## src/rtl/brs_cfg.svh

```systemverilog
// Purpose: Constants of the brown-out reset sequencer: offsets, fields, reset values and timings.
// Assumes: Register byte addresses on a 32-bit Avalon-MM slave, clock at 125 MHz.
// Notes: Times are kept in their own unit; cycle counts derive from them and the clock rate.
`ifndef BRS_CFG_SVH
`define BRS_CFG_SVH

`define BRS_CLK_MHZ 125

// Regulator start-up, in microseconds, and its cycle count.
`define BRS_REG_STARTUP_US 20
`define BRS_REG_STARTUP_CYC (`BRS_REG_STARTUP_US * `BRS_CLK_MHZ)

// Nominal fail-safe monitor delay, in microseconds, and its cycle count.
`define BRS_FAILSAFE_US 100
`define BRS_FAILSAFE_CYC (`BRS_FAILSAFE_US * `BRS_CLK_MHZ)

// Oscillator start-up timer length in cycles.
`define BRS_OSC_START_CYC 1024

`define BRS_CNT_W 20
`define BRS_ADDR_W 5
`define BRS_NUM_FLAGS 3

// Register byte addresses.
`define BRS_ADDR_CFG 5'h00
`define BRS_ADDR_PUP_DLY 5'h04
`define BRS_ADDR_CAUSE 5'h08
`define BRS_ADDR_CLR 5'h0C
`define BRS_ADDR_EN 5'h10
`define BRS_ADDR_STATE 5'h14

// Configuration register fields.
`define BRS_CFG_SEL_LSB 0
`define BRS_CFG_MODE_LSB 3
`define BRS_CFG_RESET 5'h00
`define BRS_PUP_DLY_RESET 20'h00000

// Flag positions in the cause, clear and enable registers.
`define BRS_FLG_PWR 0
`define BRS_FLG_BROWN 1
`define BRS_FLG_REL 2

// State register fields.
`define BRS_ST_LOCK_BIT 5
`define BRS_ST_RESET_BIT 0
`define BRS_ST_CLKEN_BIT 1
`define BRS_ST_EXEC_BIT 2
`define BRS_ST_SLEEP_BIT 3
`define BRS_ST_IDLE_BIT 4
`define BRS_ST_FSM_LSB 8

// Clock source decode of the oscillator select field.
`define BRS_SEL_PLL_A 3'h1
`define BRS_SEL_PRI 3'h2
`define BRS_SEL_PRI_PLL 3'h3
`define BRS_SEL_SEC 3'h4
// Primary oscillator modes that use a crystal.
`define BRS_MODE_XT 2'h1
`define BRS_MODE_HS 2'h2

`endif

```

## src/rtl/brs_pkg.sv

```systemverilog
// Purpose: Types shared by the brown-out reset sequencer.
// Assumes: Constants come from brs_cfg.svh.
// Notes: None.
`default_nettype none
`include "brs_cfg.svh"

package brs_pkg;
  typedef enum logic [1:0] {
    BRS_ST_RUN = 2'b00,
    BRS_ST_HOLD = 2'b01,
    BRS_ST_WAIT = 2'b10
  } brs_state_e;

  typedef logic [`BRS_CNT_W-1:0] brs_cnt_t;
  typedef logic [`BRS_NUM_FLAGS-1:0] brs_flags_t;
endpackage : brs_pkg

`default_nettype wire

```

## src/rtl/brs_timer.sv

```systemverilog
// Purpose: Loadable down counter for one start-up delay.
// Assumes: A load with a count of zero gives an expired timer in the cycle after the load.
// Notes: Expired is a level while the count stands at zero and load is low.
`default_nettype none
`include "brs_cfg.svh"

module brs_timer (
  input wire logic ref_clk,
  input wire logic rst,
  input wire logic load,
  input wire brs_pkg::brs_cnt_t value,
  output logic expired
);
  import brs_pkg::*;

  brs_cnt_t cnt_r;

  always_ff @(posedge ref_clk) begin
    if (rst) begin
      cnt_r <= '0;
    end else if (load) begin
      cnt_r <= value;
    end else if (cnt_r != '0) begin
      cnt_r <= cnt_r - `BRS_CNT_W'(1);
    end
  end

  assign expired = (cnt_r == '0) && !load;
endmodule : brs_timer

`default_nettype wire

```

## src/rtl/brs_flags.sv

```systemverilog
// Purpose: Sticky event flags with enable mask and one level interrupt.
// Assumes: Set and clear are one-cycle pulses per bit.
// Notes: A set in the cycle of a clear wins.
`default_nettype none
`include "brs_cfg.svh"

module brs_flags (
  input wire logic ref_clk,
  input wire logic rst,
  input wire brs_pkg::brs_flags_t set,
  input wire brs_pkg::brs_flags_t clr,
  input wire brs_pkg::brs_flags_t enable,
  output brs_pkg::brs_flags_t status,
  output logic irq
);
  import brs_pkg::*;

  brs_flags_t status_r;
  logic irq_r;

  genvar i;
  generate
    for (i = 0; i < `BRS_NUM_FLAGS; i++) begin : g_flag
      always_ff @(posedge ref_clk) begin
        if (rst) begin
          status_r[i] <= 1'b0;
        end else if (set[i]) begin
          status_r[i] <= 1'b1;
        end else if (clr[i]) begin
          status_r[i] <= 1'b0;
        end
      end
    end
  endgenerate

  always_ff @(posedge ref_clk) begin
    if (rst) begin
      irq_r <= 1'b0;
    end else begin
      irq_r <= |(((status_r & ~clr) | set) & enable);
    end
  end

  assign status = status_r;
  assign irq = irq_r;
endmodule : brs_flags

`default_nettype wire

```

## src/rtl/brs_seq.sv

```systemverilog
// Purpose: Brown-out and power-up reset sequencer with Avalon-MM registers.
// Assumes: All inputs are synchronous to ref_clk; the comparator input is high while the supply is low.
// Notes: The block itself is reset only by rst, so its registers survive the device reset it drives.
//
// How it works
// RQ1 - A brown-out holds the device reset asserted, then runs the release sequence.
// RQ2 - On brown-out the clock source follows oscillator select and primary mode fields.
// RQ3 - With an oscillator mode selected, the start-up timer runs and the clock waits.
// RQ4 - When the PLL is used, the clock also waits for PLL lock high.
// RQ5 - The power-up delay runs alongside the clock hold before reset release.
// RQ6 - Zero power-up delay with a crystal uses the nominal fail-safe delay instead.
// RQ7 - Every brown-out reset sets the brown-out cause bit, bit 1.
// RQ8 - Brown-out detection is never gated by Sleep or Idle.
// RQ9 - After power-on, execution stays disabled for the 20 us regulator start-up.
// RQ10 - The regulator start-up delay follows every resume after power-down as well.
// RQ11 - Reset releases only when clock hold, delay and regulator start-up are all done.
//
// The Avalon-MM register port and the register addresses were chosen for this implementation.
`default_nettype none
`include "brs_cfg.svh"

module brs_seq #(
  parameter int unsigned FSCM_CYC = `BRS_FAILSAFE_CYC,
  parameter int unsigned OSC_START_CYC = `BRS_OSC_START_CYC
) (
  input wire logic ref_clk,
  input wire logic rst,
  input wire logic vdd_low,
  input wire logic power_resume,
  input wire logic sleep_mode,
  input wire logic idle_mode,
  input wire logic pll_lock,
  input wire logic [`BRS_ADDR_W-1:0] avs_address,
  input wire logic avs_read,
  input wire logic avs_write,
  input wire logic [31:0] avs_writedata,
  output logic [31:0] avs_readdata,
  output logic avs_waitrequest,
  output logic core_reset,
  output logic sysclk_en,
  output logic code_exec_en,
  output logic [2:0] clk_src_sel,
  output logic irq
);
  import brs_pkg::*;

  ////////////////////////////////////////////////////////////////////////////
  // Declarations.

  brs_state_e state_r;
  logic core_reset_r;
  logic sysclk_en_r;
  logic code_exec_en_r;
  logic [2:0] clk_src_sel_r;
  logic pll_used_r;
  logic reg_needed_r;
  logic vdd_low_seen_r;
  logic [2:0] osc_select_config_r;
  logic [1:0] primary_osc_mode_config_r;
  brs_cnt_t pup_dly_cycles_r;
  brs_flags_t flag_en_r;
  brs_flags_t flag_set_r;
  brs_flags_t flag_clr;
  brs_flags_t flag_status;
  logic [31:0] avs_readdata_r;
  logic avs_waitrequest_r;
  logic bus_take;
  logic start;
  logic osc_mode;
  logic pll_mode;
  logic crystal;
  logic osc_start_done;
  logic dly_done;
  logic reg_done;
  logic clk_ready;
  brs_cnt_t osc_start_value;
  brs_cnt_t dly_value;
  brs_cnt_t reg_value;

  ////////////////////////////////////////////////////////////////////////////
  // Clock source decode.

  always_comb begin
    pll_mode = (osc_select_config_r == `BRS_SEL_PLL_A) || (osc_select_config_r == `BRS_SEL_PRI_PLL); // RQ2
    osc_mode = (osc_select_config_r == `BRS_SEL_PRI) || (osc_select_config_r == `BRS_SEL_PRI_PLL)
      || (osc_select_config_r == `BRS_SEL_SEC); // RQ2
    crystal = (osc_select_config_r == `BRS_SEL_PRI || osc_select_config_r == `BRS_SEL_PRI_PLL)
      && (primary_osc_mode_config_r == `BRS_MODE_XT || primary_osc_mode_config_r == `BRS_MODE_HS);
  end

  ////////////////////////////////////////////////////////////////////////////
  // Delay timers, loaded together when the supply is good again.

  assign start = (state_r == BRS_ST_HOLD) && !vdd_low;

  always_comb begin
    osc_start_value = osc_mode ? brs_cnt_t'(OSC_START_CYC) : '0; // RQ3
    if (pup_dly_cycles_r == '0 && crystal) begin
      dly_value = brs_cnt_t'(FSCM_CYC); // RQ6
    end else begin
      dly_value = pup_dly_cycles_r; // RQ5
    end
    // The regulator delay is owed only after power-on or a resume.
    reg_value = reg_needed_r ? brs_cnt_t'(`BRS_REG_STARTUP_CYC) : '0; // RQ9 RQ10
  end

  brs_timer u_osc_start (
    .ref_clk(ref_clk),
    .rst(rst),
    .load(start),
    .value(osc_start_value),
    .expired(osc_start_done)
  );

  brs_timer u_dly (
    .ref_clk(ref_clk),
    .rst(rst),
    .load(start),
    .value(dly_value),
    .expired(dly_done)
  );

  brs_timer u_reg (
    .ref_clk(ref_clk),
    .rst(rst),
    .load(start),
    .value(reg_value),
    .expired(reg_done)
  );

  // The clock is held until the start-up timer and, with a PLL, lock.
  assign clk_ready = osc_start_done && (!pll_used_r || pll_lock); // RQ3 RQ4

  ////////////////////////////////////////////////////////////////////////////
  // Sequencer state.

  always_ff @(posedge ref_clk) begin
    if (rst) begin
      state_r <= BRS_ST_HOLD;
    end else if (vdd_low || power_resume) begin
      // Detection runs whatever the sleep or idle state.
      state_r <= BRS_ST_HOLD; // RQ1 RQ8
    end else begin
      case (state_r)
        BRS_ST_HOLD: state_r <= BRS_ST_WAIT;
        BRS_ST_WAIT: begin
          if (clk_ready && dly_done && reg_done) begin
            state_r <= BRS_ST_RUN; // RQ11
          end
        end
        BRS_ST_RUN: state_r <= BRS_ST_RUN;
        default: state_r <= BRS_ST_HOLD;
      endcase
    end
  end

  // Internal reset and execution enable.
  always_ff @(posedge ref_clk) begin
    if (rst) begin
      core_reset_r <= 1'b1;
      code_exec_en_r <= 1'b0;
    end else if (vdd_low || power_resume) begin
      core_reset_r <= 1'b1; // RQ1
      code_exec_en_r <= 1'b0; // RQ9
    end else if (state_r == BRS_ST_WAIT && clk_ready && dly_done && reg_done) begin
      core_reset_r <= 1'b0; // RQ5 RQ11
      code_exec_en_r <= 1'b1; // RQ9 RQ10
    end
  end

  // System clock gate: closed in hold, then it follows clock readiness while waiting.
  // Once running it stays open until the next supply event.
  always_ff @(posedge ref_clk) begin
    if (rst) begin
      sysclk_en_r <= 1'b0;
    end else if (vdd_low || power_resume || state_r == BRS_ST_HOLD) begin
      sysclk_en_r <= 1'b0; // RQ3
    end else if (state_r == BRS_ST_WAIT) begin
      sysclk_en_r <= clk_ready; // RQ3 RQ4
    end
  end

  // Clock source choice and PLL use, taken as the sequence starts.
  always_ff @(posedge ref_clk) begin
    if (rst) begin
      clk_src_sel_r <= 3'h0;
      pll_used_r <= 1'b0;
    end else if (start) begin
      clk_src_sel_r <= osc_select_config_r; // RQ2
      pll_used_r <= pll_mode; // RQ4
    end
  end

  // The regulator delay is owed after power-on and every power resume.
  always_ff @(posedge ref_clk) begin
    if (rst) begin
      reg_needed_r <= 1'b1; // RQ9
    end else if (power_resume) begin
      reg_needed_r <= 1'b1; // RQ10
    end else if (start) begin
      reg_needed_r <= 1'b0;
    end
  end

  // One flag pulse per event; the brown-out flag fires on the comparator's rise.
  // The release flag stays clear when a new event lands in the release cycle.
  always_ff @(posedge ref_clk) begin
    if (rst) begin
      vdd_low_seen_r <= 1'b0;
      flag_set_r <= '0;
    end else begin
      vdd_low_seen_r <= vdd_low;
      flag_set_r[`BRS_FLG_BROWN] <= vdd_low && !vdd_low_seen_r; // RQ7
      flag_set_r[`BRS_FLG_PWR] <= power_resume;
      flag_set_r[`BRS_FLG_REL] <= state_r == BRS_ST_WAIT && clk_ready && dly_done && reg_done
        && !vdd_low && !power_resume;
    end
  end

  brs_flags u_flags (
    .ref_clk(ref_clk),
    .rst(rst),
    .set(flag_set_r),
    .clr(flag_clr),
    .enable(flag_en_r),
    .status(flag_status),
    .irq(irq)
  );

  ////////////////////////////////////////////////////////////////////////////
  // Avalon-MM slave: one wait cycle, then the access is taken.

  // A request is taken in the cycle in which waitrequest stands low.
  assign bus_take = (avs_read || avs_write) && !avs_waitrequest_r;
  assign flag_clr = (avs_write && bus_take && avs_address == `BRS_ADDR_CLR)
    ? avs_writedata[`BRS_NUM_FLAGS-1:0] : '0;

  always_ff @(posedge ref_clk) begin
    if (rst) begin
      avs_waitrequest_r <= 1'b1;
    end else begin
      avs_waitrequest_r <= !((avs_read || avs_write) && avs_waitrequest_r);
    end
  end

  always_ff @(posedge ref_clk) begin
    if (rst) begin
      // Both configuration fields leave reset as one all-zero word.
      {primary_osc_mode_config_r, osc_select_config_r} <= `BRS_CFG_RESET;
      pup_dly_cycles_r <= `BRS_PUP_DLY_RESET;
      flag_en_r <= '0;
    end else if (avs_write && bus_take) begin
      case (avs_address)
        `BRS_ADDR_CFG: begin
          osc_select_config_r <= avs_writedata[`BRS_CFG_SEL_LSB +: 3];
          primary_osc_mode_config_r <= avs_writedata[`BRS_CFG_MODE_LSB +: 2];
        end
        `BRS_ADDR_PUP_DLY: pup_dly_cycles_r <= avs_writedata[`BRS_CNT_W-1:0];
        `BRS_ADDR_EN: flag_en_r <= avs_writedata[`BRS_NUM_FLAGS-1:0];
        default: ;
      endcase
    end
  end

  // Read data is loaded in the cycle that waitrequest drops.
  // Unmapped addresses read as zero.
  always_ff @(posedge ref_clk) begin
    if (rst) begin
      avs_readdata_r <= 32'h0000_0000;
    end else if (avs_read && avs_waitrequest_r) begin
      avs_readdata_r <= 32'h0000_0000;
      case (avs_address)
        `BRS_ADDR_CFG: begin
          avs_readdata_r[`BRS_CFG_SEL_LSB +: 3] <= osc_select_config_r;
          avs_readdata_r[`BRS_CFG_MODE_LSB +: 2] <= primary_osc_mode_config_r;
        end
        `BRS_ADDR_PUP_DLY: avs_readdata_r[`BRS_CNT_W-1:0] <= pup_dly_cycles_r;
        `BRS_ADDR_CAUSE: avs_readdata_r[`BRS_NUM_FLAGS-1:0] <= flag_status; // RQ7
        `BRS_ADDR_EN: avs_readdata_r[`BRS_NUM_FLAGS-1:0] <= flag_en_r;
        `BRS_ADDR_STATE: begin
          avs_readdata_r[`BRS_ST_RESET_BIT] <= core_reset_r;
          avs_readdata_r[`BRS_ST_CLKEN_BIT] <= sysclk_en_r;
          avs_readdata_r[`BRS_ST_EXEC_BIT] <= code_exec_en_r;
          avs_readdata_r[`BRS_ST_SLEEP_BIT] <= sleep_mode;
          avs_readdata_r[`BRS_ST_IDLE_BIT] <= idle_mode;
          avs_readdata_r[`BRS_ST_LOCK_BIT] <= pll_lock;
          avs_readdata_r[`BRS_ST_FSM_LSB +: 2] <= state_r;
        end
        default: avs_readdata_r <= 32'h0000_0000;
      endcase
    end
  end

  ////////////////////////////////////////////////////////////////////////////
  // Outputs.

  assign avs_readdata = avs_readdata_r;
  assign avs_waitrequest = avs_waitrequest_r;
  assign core_reset = core_reset_r;
  assign sysclk_en = sysclk_en_r;
  assign code_exec_en = code_exec_en_r;
  assign clk_src_sel = clk_src_sel_r;
endmodule : brs_seq

`default_nettype wire

```

## config.mk

```make
export PLATFORM = sky130hd
export DESIGN_NAME = brs_seq
export DESIGN_NICKNAME = d
export VERILOG_FILES = /design/src/rtl/brs_pkg.sv /design/src/rtl/brs_timer.sv /design/src/rtl/brs_flags.sv /design/src/rtl/brs_seq.sv
export VERILOG_INCLUDE_DIRS = /design/src /design/src/rtl
export SDC_FILE = /design/constraint.sdc
export NUM_CORES = 1
export LEC_CHECK = 0
export BUFFER_PORTS_ARGS = -buffer_cell sky130_fd_sc_hd__buf_4
export CELL_PAD_IN_SITES_DETAIL_PLACEMENT = 0
export CELL_PAD_IN_SITES_GLOBAL_PLACEMENT = 1
export CORE_UTILIZATION = 35
export CTS_CLUSTER_DIAMETER = 40
export DETAILED_ROUTE_END_ITERATION = 6
export MAX_ROUTING_LAYER = met4
export PLACE_DENSITY = 0.74
export SETUP_SLACK_MARGIN = 0.1
export SLEW_MARGIN = 20
export SYNTH_ARGS = -nofsm -noshare
export SYNTH_HDL_FRONTEND = slang
export SYNTH_HIERARCHICAL = 1
export SYNTH_SLANG_ARGS = --single-unit
```

## constraint.sdc

```tcl
create_clock -name ref_clk -period 2.79 [get_ports ref_clk]
set_clock_uncertainty 0.2 [all_clocks]
set_input_delay 0.279 -clock ref_clk [delete_from_list [all_inputs] [get_ports ref_clk]]
set_output_delay 0.279 -clock ref_clk [all_outputs]
set_load 0.01 [all_outputs]
```

==> summary.md, run 1 <==
| Metric | Value |
|---|---|
| Flops & latches, synth | 127 |
| Reg-to-reg setup timing slack | 210 ps |
| Initial antenna violation count | 0 |
| Core area | 0.0180 mm² |
| Die width | 138 µm |
| Fraction of the mapped netlist area in adder cells | 0.0116 |
| CP Capture Type | flip-flop |
| H-Tree Depth | 4 |
| CTS max path bufs | 2 |
| Top cells by area, synth | dfxtp_1, nor2_1, nand2_1 |
| Worst R2R Path Depth | 7 |
| Rows | 49 |
| Synth Instances | 804 |
| Fillcell total | 1,844 |
| Syn_area_per_cell | 8.05 µm² |
| Final core utilization | 0.449 |
| Startpoint of the worst hold path | avs_address[0] |
| Req. time, crit path | 2910 ps |
| Min-delay worst type | in2reg |
| Initial Util | 0.359 |
| Total power | 5.67 mW |
| RSZ-0062 raised after global routing | no |
| Final hold violations | 0 |
| Final WL | 16,300 µm |
| Dpl hpwl | 11,300 µm |
| Final setup TNS | 0 ps |
| Slowest-stage cell, CP | or3_4 |
| Iter 0 DRT Violations | 305 |
| Worst-path clk slew | 60 ps |
| Congestion Overflow GR | 0 |
| Number of remaining DRC errors | 0 |
| Routed WL per cell | 14.1 µm |
| CTS tree | built |
| RR Startpoint | u_dly/cnt_r[14] |
| Die area | 0.0190 mm² |
| DR vias/cell | 4.96 |
| Top cell type's share of synthesized area | 0.393 |
| Clock latency on the worst-skew pair | 430 ps |
| Area growth from synthesis to layout | 25.1% |
| Outcome | completed |
| Fmax | 387 MHz |
| Antenna viol nets, final | 0 |
| Peak VDD IR | 492 µV |
| Hold path depth | 4 |
| Post-synth top flop | dfxtp_1 |
| Vias in the first global route | 5,347 |
| Asr flop ratio synth | 0 |
| Setup slack at placement | 218 ps |
| DR vias | 5,701 |
| Crit path DAT | 2700 ps |
| Largest family of logic cells by synthesized area | simple AND/OR/NAND/NOR gates |
| CTS buffer count | 17 |
| Post-synth EDFFs | 0 |
| I/O Pins | 86 |
| Final Max Tran Viols | 0 |
| Synth warn | 6 |
| RePlAce Congestion | 0.810 |
| Critical path class | reg2reg |
| Reg-to-reg endpoint | core_reset |
| Sequential share of the synthesized area | 0.393 |
| Finished Layout Cells | 1,149 |
| Synth Area in XOR/XNOR | 0.0298 |
| Crit-path max FO | 10 |
| Mux cell area share after synthesis | 0.0472 |
| Compound-cell area share of the yosys netlist | 0.187 |
| Pwr dens | 700 mW/mm² |
| Layout cell share with drive strength beyond 1 | 0.162 |
| Synth area leader | dfxtp_1 |
| Largest net degree at the start of global routing | 41 |
| Global-route wire length before repair | 26,700 µm |
| Die height | 138 µm |
| Static Leakage | 3.35 nW |
| I/O Buffers | 61 |
| Drt pass-1 iters | 4 |
| Post-Syn Area | 0.00647 mm² |
| Worst-Margin Slew | 719 ps |
| Minimum clock period | 2580 ps |
| Clk root buf | clkbuf_16 |
| Setup violators final | 0 |
| Simple-Gate Fraction of Synth Area | 0.262 |
| Placed cells | 1,092 |
| Antenna cell count | 0 |
| Relative slew margins | 0.517 |
| Final setup margin | 209 ps |
| Cells along the critical path | or3_4, or3_1, or3_4, clkinv_4, o2111ai_1, or3_1, a21o_1 |
| Hold EP | avs_readdata[3] |
| Overall global routing resource usage | 0.186 |
| Unique masters post-synth | 63 |
| Maxcap violations | 0 |
| Crit-path max cell delay | 410 ps |
| Final #Nets | 959 |
| Worst setup SP type | flip-flop |
| Period Utilization, post-route | 0.925 |
| # clock sinks | 127 |
-- sequential cells by signal, summed over array words and instances (netlist names), 3 cells and up --
register and cells:
u_dly/cnt_r 20, u_flags/status 3, flag_set_r 3, clk_src_sel 3
flag_en_r 3, osc_select_config_r 3, avs_readdata 20, u_osc_start/cnt_r 20
u_reg/cnt_r 20, pup_dly_cycles_r 20
-- worst max-delay path by stage --
stage | slack (ps) | to | startpoint | cells past startpoint
6_report | 210 | core_reset | u_dly/cnt_r[14] | 7
3_3_place_gp | 230 | core_reset | u_dly/cnt_r[14] | 7
2_1_floorplan | 100 | core_reset | state_r[0] | 11
3_5_place_dp | 220 | core_reset | u_reg/cnt_r[8] | 7
5_1_grt | 110 | core_reset | vdd_low | 10
4_1_cts | 200 | core_reset | u_dly/cnt_r[14] | 7
-- per-layer routing --
| layer | part of all wire | track usage | up-vias |
|---|---|---|---|
| met4 | 0.012 | 0.0598 | 0 |
| met3 | 0.032 | 0.0362 | 13 |
| met1 | 0.50 | 0.238 | 2614 |
| met2 | 0.45 | 0.294 | 88 |
| li1 | - | - | 2986 |
| met5 | 0 | - | - |
-- metrics by stage --
| step | instance area [µm²] | hold slack [ps] |
|---|---|---|
| 2_1_floorplan | 6660 | 158 |
| 3_3_place_gp | 7210 | 172 |
| 3_5_place_dp | 7210 | 180 |
| 4_1_cts | 8080 | 11.4 |
| 5_1_grt | 8100 | 28.8 |
| 6_report | 8100 | 20.0 |
-- kinds of logic (layout without fill, tap and decap cells) --
| logic type | after synthesis | count (layout) |
|---|---|---|
| XOR/XNOR | 22 | 22 |
| adder cells (fa/ha/maj) | 6 | 6 |
| AO/OA/AOI/OAI | 185 | 185 |
| flip-flops | 127 | 127 |
| buffers and inverters | 93 | 162 |
| multiplexers | 30 | 30 |
| other | 1 | 48 |
| AND/OR/NAND/NOR | 340 | 340 |
-- power breakdown --
group | internal (mW) | switching (mW) | total [mW]
Sequential | 1.96 | 0.155 | 2.12
Clock | 1.44 | 0.899 | 2.34
Combinational | 0.540 | 0.669 | 1.21
-- layout by cell type, fill, tap and decap left out, types with 17 or more instances in the layout --
| cell type | synthesis | routed |
|---|---|---|
| a21oi_1 | 69 | 69 |
| buf_4 | 16 | 85 |
| dlygate4sd3_1 | 0 | 25 |
| conb_1 | 1 | 48 |
| clkbuf_16 | 0 | 17 |
| nor2_1 | 99 | 99 |
| nor2b_1 | 17 | 17 |
| o21ai_0 | 22 | 22 |
| nand2_1 | 96 | 96 |
| mux2i_1 | 26 | 26 |
| dfxtp_1 | 127 | 127 |
| inv_1 | 18 | 18 |
| nor3_1 | 28 | 28 |
-- Yosys cell counts, types with 14 or more instances --
cell type  count
inv_1         18
nor4_1        18
nand2b_1      16
buf_4         16
nor2b_1       17
nand2_1       96
mux2i_1       26
nor2_1        99
a22oi_1       14
clkbuf_1      46
o21ai_0       22
nor3_1        28
dfxtp_1      127
a21oi_1       69
-- cell type report --
class,count,area [µm²],area share
clock buffer,18,439,0.0542
clock inverter,14,180,0.0223
inverter,20,80.1,0.00989
multi-input combinational,631,3680,0.454
sequential,127,2540,0.314
tap,229,287,0.0354
timing repair buffer,110,888,0.110
-- critical path, delay by kind of cell, from the launching register on --
kind,cells,cell delay [ps]
compound gates,2,320
buf+inv,1,100
flops,1,350
simple gates,4,1500
-- timing repair --
item,in CTS,in global routing
hold endpoints to repair,34,0
hold buffers,25,0
setup buffers,0,0
gates resized for setup,0,3
endpoints found under the setup margin,0,2
No activity file was read; power rests on OpenSTA's default activity.
==> run 2, diff against run 1 <==
- CORE_ASPECT_RATIO: default -> 0.6
- CTS_BUF_LIST: default -> sky130_fd_sc_hd__clkbuf_4 sky130_fd_sc_hd__clkbuf_8
==> run 2 against run 1 <==
Compared with the run above:
- cell count increased by 1.4%
- hold slack improved by 22 ps
- global-route usage increased by 1.0 points
- first-iteration DRC count increased by 44%
- via count increased by 2.7%
- utilization decreased by 0.81 points
- clock power decreased by 27%
- wire length increased by 8.7%
- highest routed layer unchanged
- worst setup slack got worse by 6.8 ps
- combinational power increased by 6%
- largest power group is now registers
- non-clock buffer count increased by 6
- critical path depth increased by 3
==> summary.md, run 2 (synthesis gave the netlist of run 1 again) <==
| Metric | Value |
|---|---|
| Worst-path clk slew | 90 ps (+30 ps) |
| Iter 0 DRT Violations | 439 (+44%) |
| DR vias | 5,857 (+2.7%) |
| CTS tree | built |
| Final Max Tran Viols | 0 (unchanged) |
| Crit path DAT | 2730 ps (+30 ps) |
| Initial antenna violation count | 0 (unchanged) |
| Clk root buf | clkbuf_8 |
| Placed Area | 0.00727 mm² (+0.89%) |
| Final #Nets | 965 (+0.63%) |
| Number of remaining DRC errors | 0 (unchanged) |
| Antenna viol nets, final | 0 (unchanged) |
| Critical path class | in2reg |
| CP Capture Type | flip-flop |
| RePlAce Congestion | 0.828 (+2.3%) |
| Global-route wire length before repair | 28,200 µm (+5.3%) |
| Antenna cell count | 0 (unchanged) |
| CTS buffer count | 17 (unchanged) |
| Dpl hpwl | 12,500 µm (+11%) |
| Core area | 0.0181 mm² (+0.24%) |
| # clock sinks | 127 (unchanged) |
| Period Utilization, post-route | 0.928 (+0.00243) |
| Minimum clock period | 2590 ps (+6.77 ps) |
| Finished Layout Cells | 1,165 (+1.4%) |
| Outcome | completed |
| Req. time, crit path | 2930 ps (+20 ps) |
| H-Tree Depth | 4 (unchanged) |
| Die area | 0.0191 mm² (about the same) |
| Drt pass-1 iters | 4 (unchanged) |
| Most frequent cells in the layout | dfxtp_1, nor2_1, nand2_1 |
| Crit-path max FO | 10 (unchanged) |
| Layout cell share with drive strength beyond 1 | 0.166 (+0.00453) |
| RSZ-0062 raised after global routing | no |
| Post-route cell area | 0.00797 mm² (-1.6%) |
| Setup violators final | 0 (unchanged) |
| Final hold violations | 0 (unchanged) |
| Placed cells | 1,108 (+1.5%) |
| Final core utilization | 0.441 (-0.00812) |
| Vias in the first global route | 5,152 (-3.6%) |
| Min-delay worst type | in2reg |
| Peak VDD IR | 316 µV (-36%) |
| Total power | 5.11 mW (-9.8%) |
| Static Leakage | 3.29 nW (-1.8%) |
| I/O Pins | 86 (unchanged) |
| Overall global routing resource usage | 0.196 (+0.0102) |
| Worst-Margin Slew | 584 ps (-135 ps) |
| Routed WL per cell | 15.2 µm (+7.2%) |
| Pwr dens | 641 mW/mm² (-8.4%) |
| I/O Buffers | 61 (unchanged) |
| Fmax | 386 MHz (-0.26%) |
| Area growth from synthesis to layout | 23.1% |
| Largest net degree at the start of global routing | 39 (-4.9%) |
| Worst setup SP type | input pin |
| Clock latency on the worst-skew pair | 440 ps (about the same) |
| Die width | 178 µm (+29%) |
| Relative slew margins | 0.609 (+0.0921) |
| Final setup TNS | 0 ps (unchanged) |
| Rows | 38 (-22%) |
| Die height | 107 µm (-22%) |
| Congestion Overflow GR | 0 (unchanged) |
| DR vias/cell | 5.03 (+1.3%) |
| CTS max path bufs | 2 (unchanged) |
| Most common cell after layout, fill and taps aside | dfxtp_1 |
| Initial Util | 0.358 (-0.000845) |
| Final WL | 17,700 µm (+8.7%) |
| Maxcap violations | 0 (unchanged) |
==> run 2: cell types whose count changed in the layout (fill, tap and decap cells not counted), moves of 2 or more <==
| cell | delta |
|---|---|
| or3_1 | -2 |
| clkbuf_16 | -17 |
| clkbuf_8 | +16 |
| or3_4 | +2 |
| buf_4 | +4 |
==> run 2: path summary, 6_finish.rpt <==
path,cells after the start,slack (ps),end,from
worst min register to register,1,200,flag_set_r[1],vdd_low_seen_r
worst min-delay path,4,40,avs_readdata[1],avs_address[3]
worst max-delay path,10,200,core_reset,vdd_low
worst max register to register,7,210,core_reset,u_dly/cnt_r[14]
==> run 2: cell type report <==
cell class / instances / area (µm²)
multi-input cells: 631 / 3680
clock buffers: 17 / 234
fillers: 1827 / 10100
clock inverters: 14 / 180
flip-flops and latches: 127 / 2540
inverters: 20 / 80.1
repair buffers: 116 / 948
well taps: 240 / 300
==> run 2: timing repair <==
action                                  4_1_cts  5_1_grt
resized for setup                             0        4
endpoints found under the hold margin        34        0
setup buffers                                 0        0
hold buffers                                 26        0
endpoints found under the setup margin        0        5
==> run 2: report_power, final <==
| group | internal [mW] | switching [mW] |
|---|---|---|
| combinational | 0.560 | 0.721 |
| sequential | 1.96 | 0.160 |
| clock | 0.897 | 0.815 |
==> run 2: worst max-delay path, stage by stage <==
cell and delay [ps]:
dlygate4sd3_1 540, buf_4 140, nor3b_4 80, nor4b_1 280, nand4_1 220, or3_1 420, inv_1 90, o2111ai_1 130
or3_4 370, a21o_1 180
==> run 2: metrics by stage <==
| step | hold WS, ps | setup slack (ps) |
|---|---|---|
| 6_report | 42.1 | 202 |
| 4_1_cts | 22.0 | 177 |
| 2_1_floorplan | 158 | 101 |
| 3_5_place_dp | 179 | 184 |
| 5_1_grt | 35.4 | 101 |
| 3_3_place_gp | 173 | 198 |
==> run 2: routing by layer <==
layer / vias to the layer above / track usage / part of all wire
li1: 2997 / - / -
met1: 2680 / 0.312 / 0.57
met2: 178 / 0.241 / 0.37
met3: 2 / 0.0406 / 0.060
met4: 0 / 0.0440 / 0.0033
met5: - / - / 0
==> run 3, diff against run 2 <==
- SYNTH_HIERARCHICAL: 1 -> default
==> run 3 against run 2 <==
Compared with the run above:
- wire length fell by 11%
- die area fell by 11%
- sequential power rose by 7%
- cell count fell by 15%
- sequential cell count did not move
- count of clock-buffer cells in the layout rose by 1
- worst setup slack improved by 55 ps
- fmax rose by 2.2%
- hold slack improved by 37 ps
- non-clock buffer count fell by 14
- synthesized cell count fell by 14%
- via count fell by 9.5%
- largest power group is now combinational cells
- highest routed layer unchanged
==> summary.md, run 3 <==
| Metric | Value |
|---|---|
| Sequential share of the synthesized area | 0.440 (+0.0470) |
| Postcts setup bufs | 0 (unchanged) |
| Die area | 0.0170 mm² (-11%) |
| CTS tree | built |
| Switching part of the total | 0.373 (+0.0414) |
| Post-Syn Area | 0.00578 mm² (-11%) |
| Net switching power | 2.36 mW (+39%) |
| M1 WL | 8230 µm (-18%) |
| Final setup TNS | 0 ps (unchanged) |
| Crit-path max cell delay | 480 ps (-60 ps) |
| Final Max Tran Viols | 0 (unchanged) |
| RePlAce Congestion | 0.897 (+8.2%) |
| Top cells by area, synth | dfxtp_1, xnor2_1, nor2_1 |
| Minimum clock period | 2530 ps (-55.5 ps) |
| Slowest-stage cell, CP | or4b_1 |
| Top cell type's share of synthesized area | 0.440 (+0.0470) |
| Initial antenna violation count | 0 (unchanged) |
| Req. time, crit path | 2910 ps (-20 ps) |
| Post-synth top flop | dfxtp_1 |
| Antenna cell count | 0 (unchanged) |
| Final setup margin | 258 ps (+55.5 ps) |
| Cells along the critical path | inv_1, ha_1, or4b_1, or3_1, or2_4, nor4_4, a21oi_1 |
| I/O Pins | 86 (unchanged) |
| Largest net degree at the start of global routing | 54 (+38%) |
| Final #Nets | 824 (-15%) |
| CTS max path bufs | 2 (unchanged) |
| Static Leakage | 2.68 nW (-19%) |
| Power share of the sequential group | 0.358 (-0.056) |
| Most frequent cells after synthesis | dfxtp_1, nor2_1, nand2_1 |
| DR vias | 5,302 (-9.5%) |
| Clock share of power | 0.271 (-0.064) |
| Synth area leader | dfxtp_1 |
| H-Tree Depth | 4 (unchanged) |
| Fillcell total | 1,522 (-17%) |
| Layout cell share with drive strength beyond 1 | 0.154 (-0.0123) |
| DR vias/cell | 5.37 (+6.7%) |
| Most common cell after layout, fill and taps aside | dfxtp_1 |
| Worst-path clk slew | 80 ps (about the same) |
| Initial Util | 0.368 (+0.00944) |
| Global-route wire length before repair | 25,700 µm (-8.8%) |
| Comb power frac | 0.370 (+0.119) |
| Number of remaining DRC errors | 0 (unchanged) |
| Final WL | 15,700 µm (-11%) |
| Post-synth EDFFs | 0 (unchanged) |
| Fmax | 395 MHz (+2.2%) |
| Area growth from synthesis to layout | 22.6% |
| Relative slew margins | 0.552 (-0.0569) |
| Overall global routing resource usage | 0.199 (+0.00313) |
| Die height | 102 µm (-5.4%) |
| Power Internal | 3.96 mW (+16%) |
| Syn_area_per_cell | 8.34 µm² (+3.6%) |
| Worst setup SP type | flip-flop |
| Final core utilization | 0.451 (+0.00979) |
| Unique masters post-synth | 55 (-13%) |
| Synth warn | 0 (-6) |
| Pwr dens | 892 mW/mm² (+39%) |
| Clk root buf | clkbuf_8 |
| # clock sinks | 127 (unchanged) |
| Drt pass-1 iters | 7 (+3) |
| Core area | 0.0157 mm² (-13%) |
| Routed WL per cell | 15.8 µm (+4.5%) |
| Top sig layer | met4 |
| Crit path DAT | 2650 ps (-80 ps) |
| Min-delay worst type | in2reg |
| Synth Instances | 693 (-14%) |
| Asr flop ratio synth | 0 (unchanged) |
| Die width | 168 µm (-5.4%) |
| Iter 0 DRT Violations | 401 (-8.7%) |
| Final hold violations | 0 (unchanged) |
| Count leader, synth | dfxtp_1 |
| Flops & latches, synth | 127 (unchanged) |
| Dpl hpwl | 11,100 µm (-11%) |
| Crit-path max FO | 7 (-3) |
| CTS buffer count | 17 (unchanged) |
| Maxcap violations | 0 (unchanged) |
| Setup slack at placement | 183 ps (-1.22 ps) |
| I/O Buffers | 61 (unchanged) |
| Peak VDD IR | 386 µV (+22%) |
| RSZ-0062 raised after global routing | no |
| Worst-Margin Slew | 668 ps (+84.1 ps) |
| Clock latency on the worst-skew pair | 450 ps (about the same) |
| Metal2 WL | 6470 µm (-0.15%) |
| Congestion Overflow GR | 0 (unchanged) |
| Outcome | completed |
| Rows | 35 (-7.9%) |
| Critical path class | reg2reg |
| Antenna viol nets, final | 0 (unchanged) |
| Vias in the first global route | 5,110 (-0.82%) |
| Met3 WL | 836 µm (-22%) |
| Setup violators final | 0 (unchanged) |
| Most frequent cells in the layout | dfxtp_1, nor2_1, nand2_1 |
| Period Utilization, post-route | 0.908 (-0.0199) |
| CP Capture Type | flip-flop |
-- run 3: cell types whose count changed in the layout (fill, tap and decap cells not counted), moves of 9 or more --
cell,before,now
nor2_1,99,90
nor2b_1,17,7
nand2b_1,16,3
o21ai_0,22,11
nand2_1,96,84
xnor2_1,10,40
conb_1,48,12
buf_4,89,76
or4_1,1,10
mux2i_1,26,14
-- run 3: worst max-delay path: cells and delay by family (launching register included) --
kind / cells / cell delay [ps]
simple gates: 4 / 1540
flops: 1 / 340
fa+ha+maj: 1 / 150
buf+inv: 1 / 110
compound gates: 1 / 70
-- run 3: power groups by stage --
stage	clock, mW	sequential, mW	combinational (mW)
after global placement	0	2.29	2.24
after detailed placement	0	2.30	2.30
after floorplan	0	2.25	1.83
after CTS	1.76	2.26	2.34
final	1.72	2.27	2.34
after global routing	1.85	2.30	2.64
-- run 3: metal layers --
metal  vias to the layer above  GRT usage
met5                         -          -
met2                       175      0.290
li1                       2573          -
met4                         0     0.0487
met1                      2540      0.273
met3                        14     0.0512
-- run 3: per-stage QoR --
step | cell area, µm² | power (mW) | hold slack (ps) | instances
after CTS | 7090 | 6.36 | 48.3 | 988
after floorplan | 5820 | 4.08 | 167 | 704
after global routing | 7090 | 6.78 | 70.8 | 988
final | 7090 | 6.33 | 78.8 | 988
after detailed placement | 6400 | 4.60 | 173 | 930
after global placement | 6400 | 4.53 | 178 | 930
-- run 3: what timing repair did --
action                     CTS  global route
resized for setup            0             2
hold buffers                26             0
hold endpoints to repair    50             0
setup endpoints to repair    0            12
-- run 3: final cells by class --
class | count | area, µm² | share of cell area
Timing Repair Buffer | 102 | 831 | 0.117
Inverter | 10 | 37.5 | 0.00530
Multi-Input combinational cell | 514 | 3000 | 0.423
Tap cell | 203 | 254 | 0.0358
Clock buffer | 18 | 241 | 0.0341
Clock inverter | 14 | 180 | 0.0254
Sequential cell | 127 | 2540 | 0.359
-- run 3: worst paths after layout --
path	slack, ps	start	to	depth (start not counted)
worst max-delay path	260	u_dly.cnt_r[0]	core_reset	7
worst min-delay path	80	avs_address[2]	flag_en_r[1]	4
worst max register to register	260	u_dly.cnt_r[0]	core_reset	7
worst min register to register	180	vdd_low_seen_r	flag_set_r[1]	1
-- run 3: kinds of logic after synthesis --
logic type | Yosys count | synth area share
multiplexers | 17 | 0.0301
AO/OA/AOI/OAI | 137 | 0.145
other | 1 | 0.000649
AND/OR/NAND/NOR | 296 | 0.252
flip-flops | 127 | 0.440
buffers and inverters | 63 | 0.0491
XOR/XNOR | 46 | 0.0697
adder cells (fa/ha/maj) | 6 | 0.0130
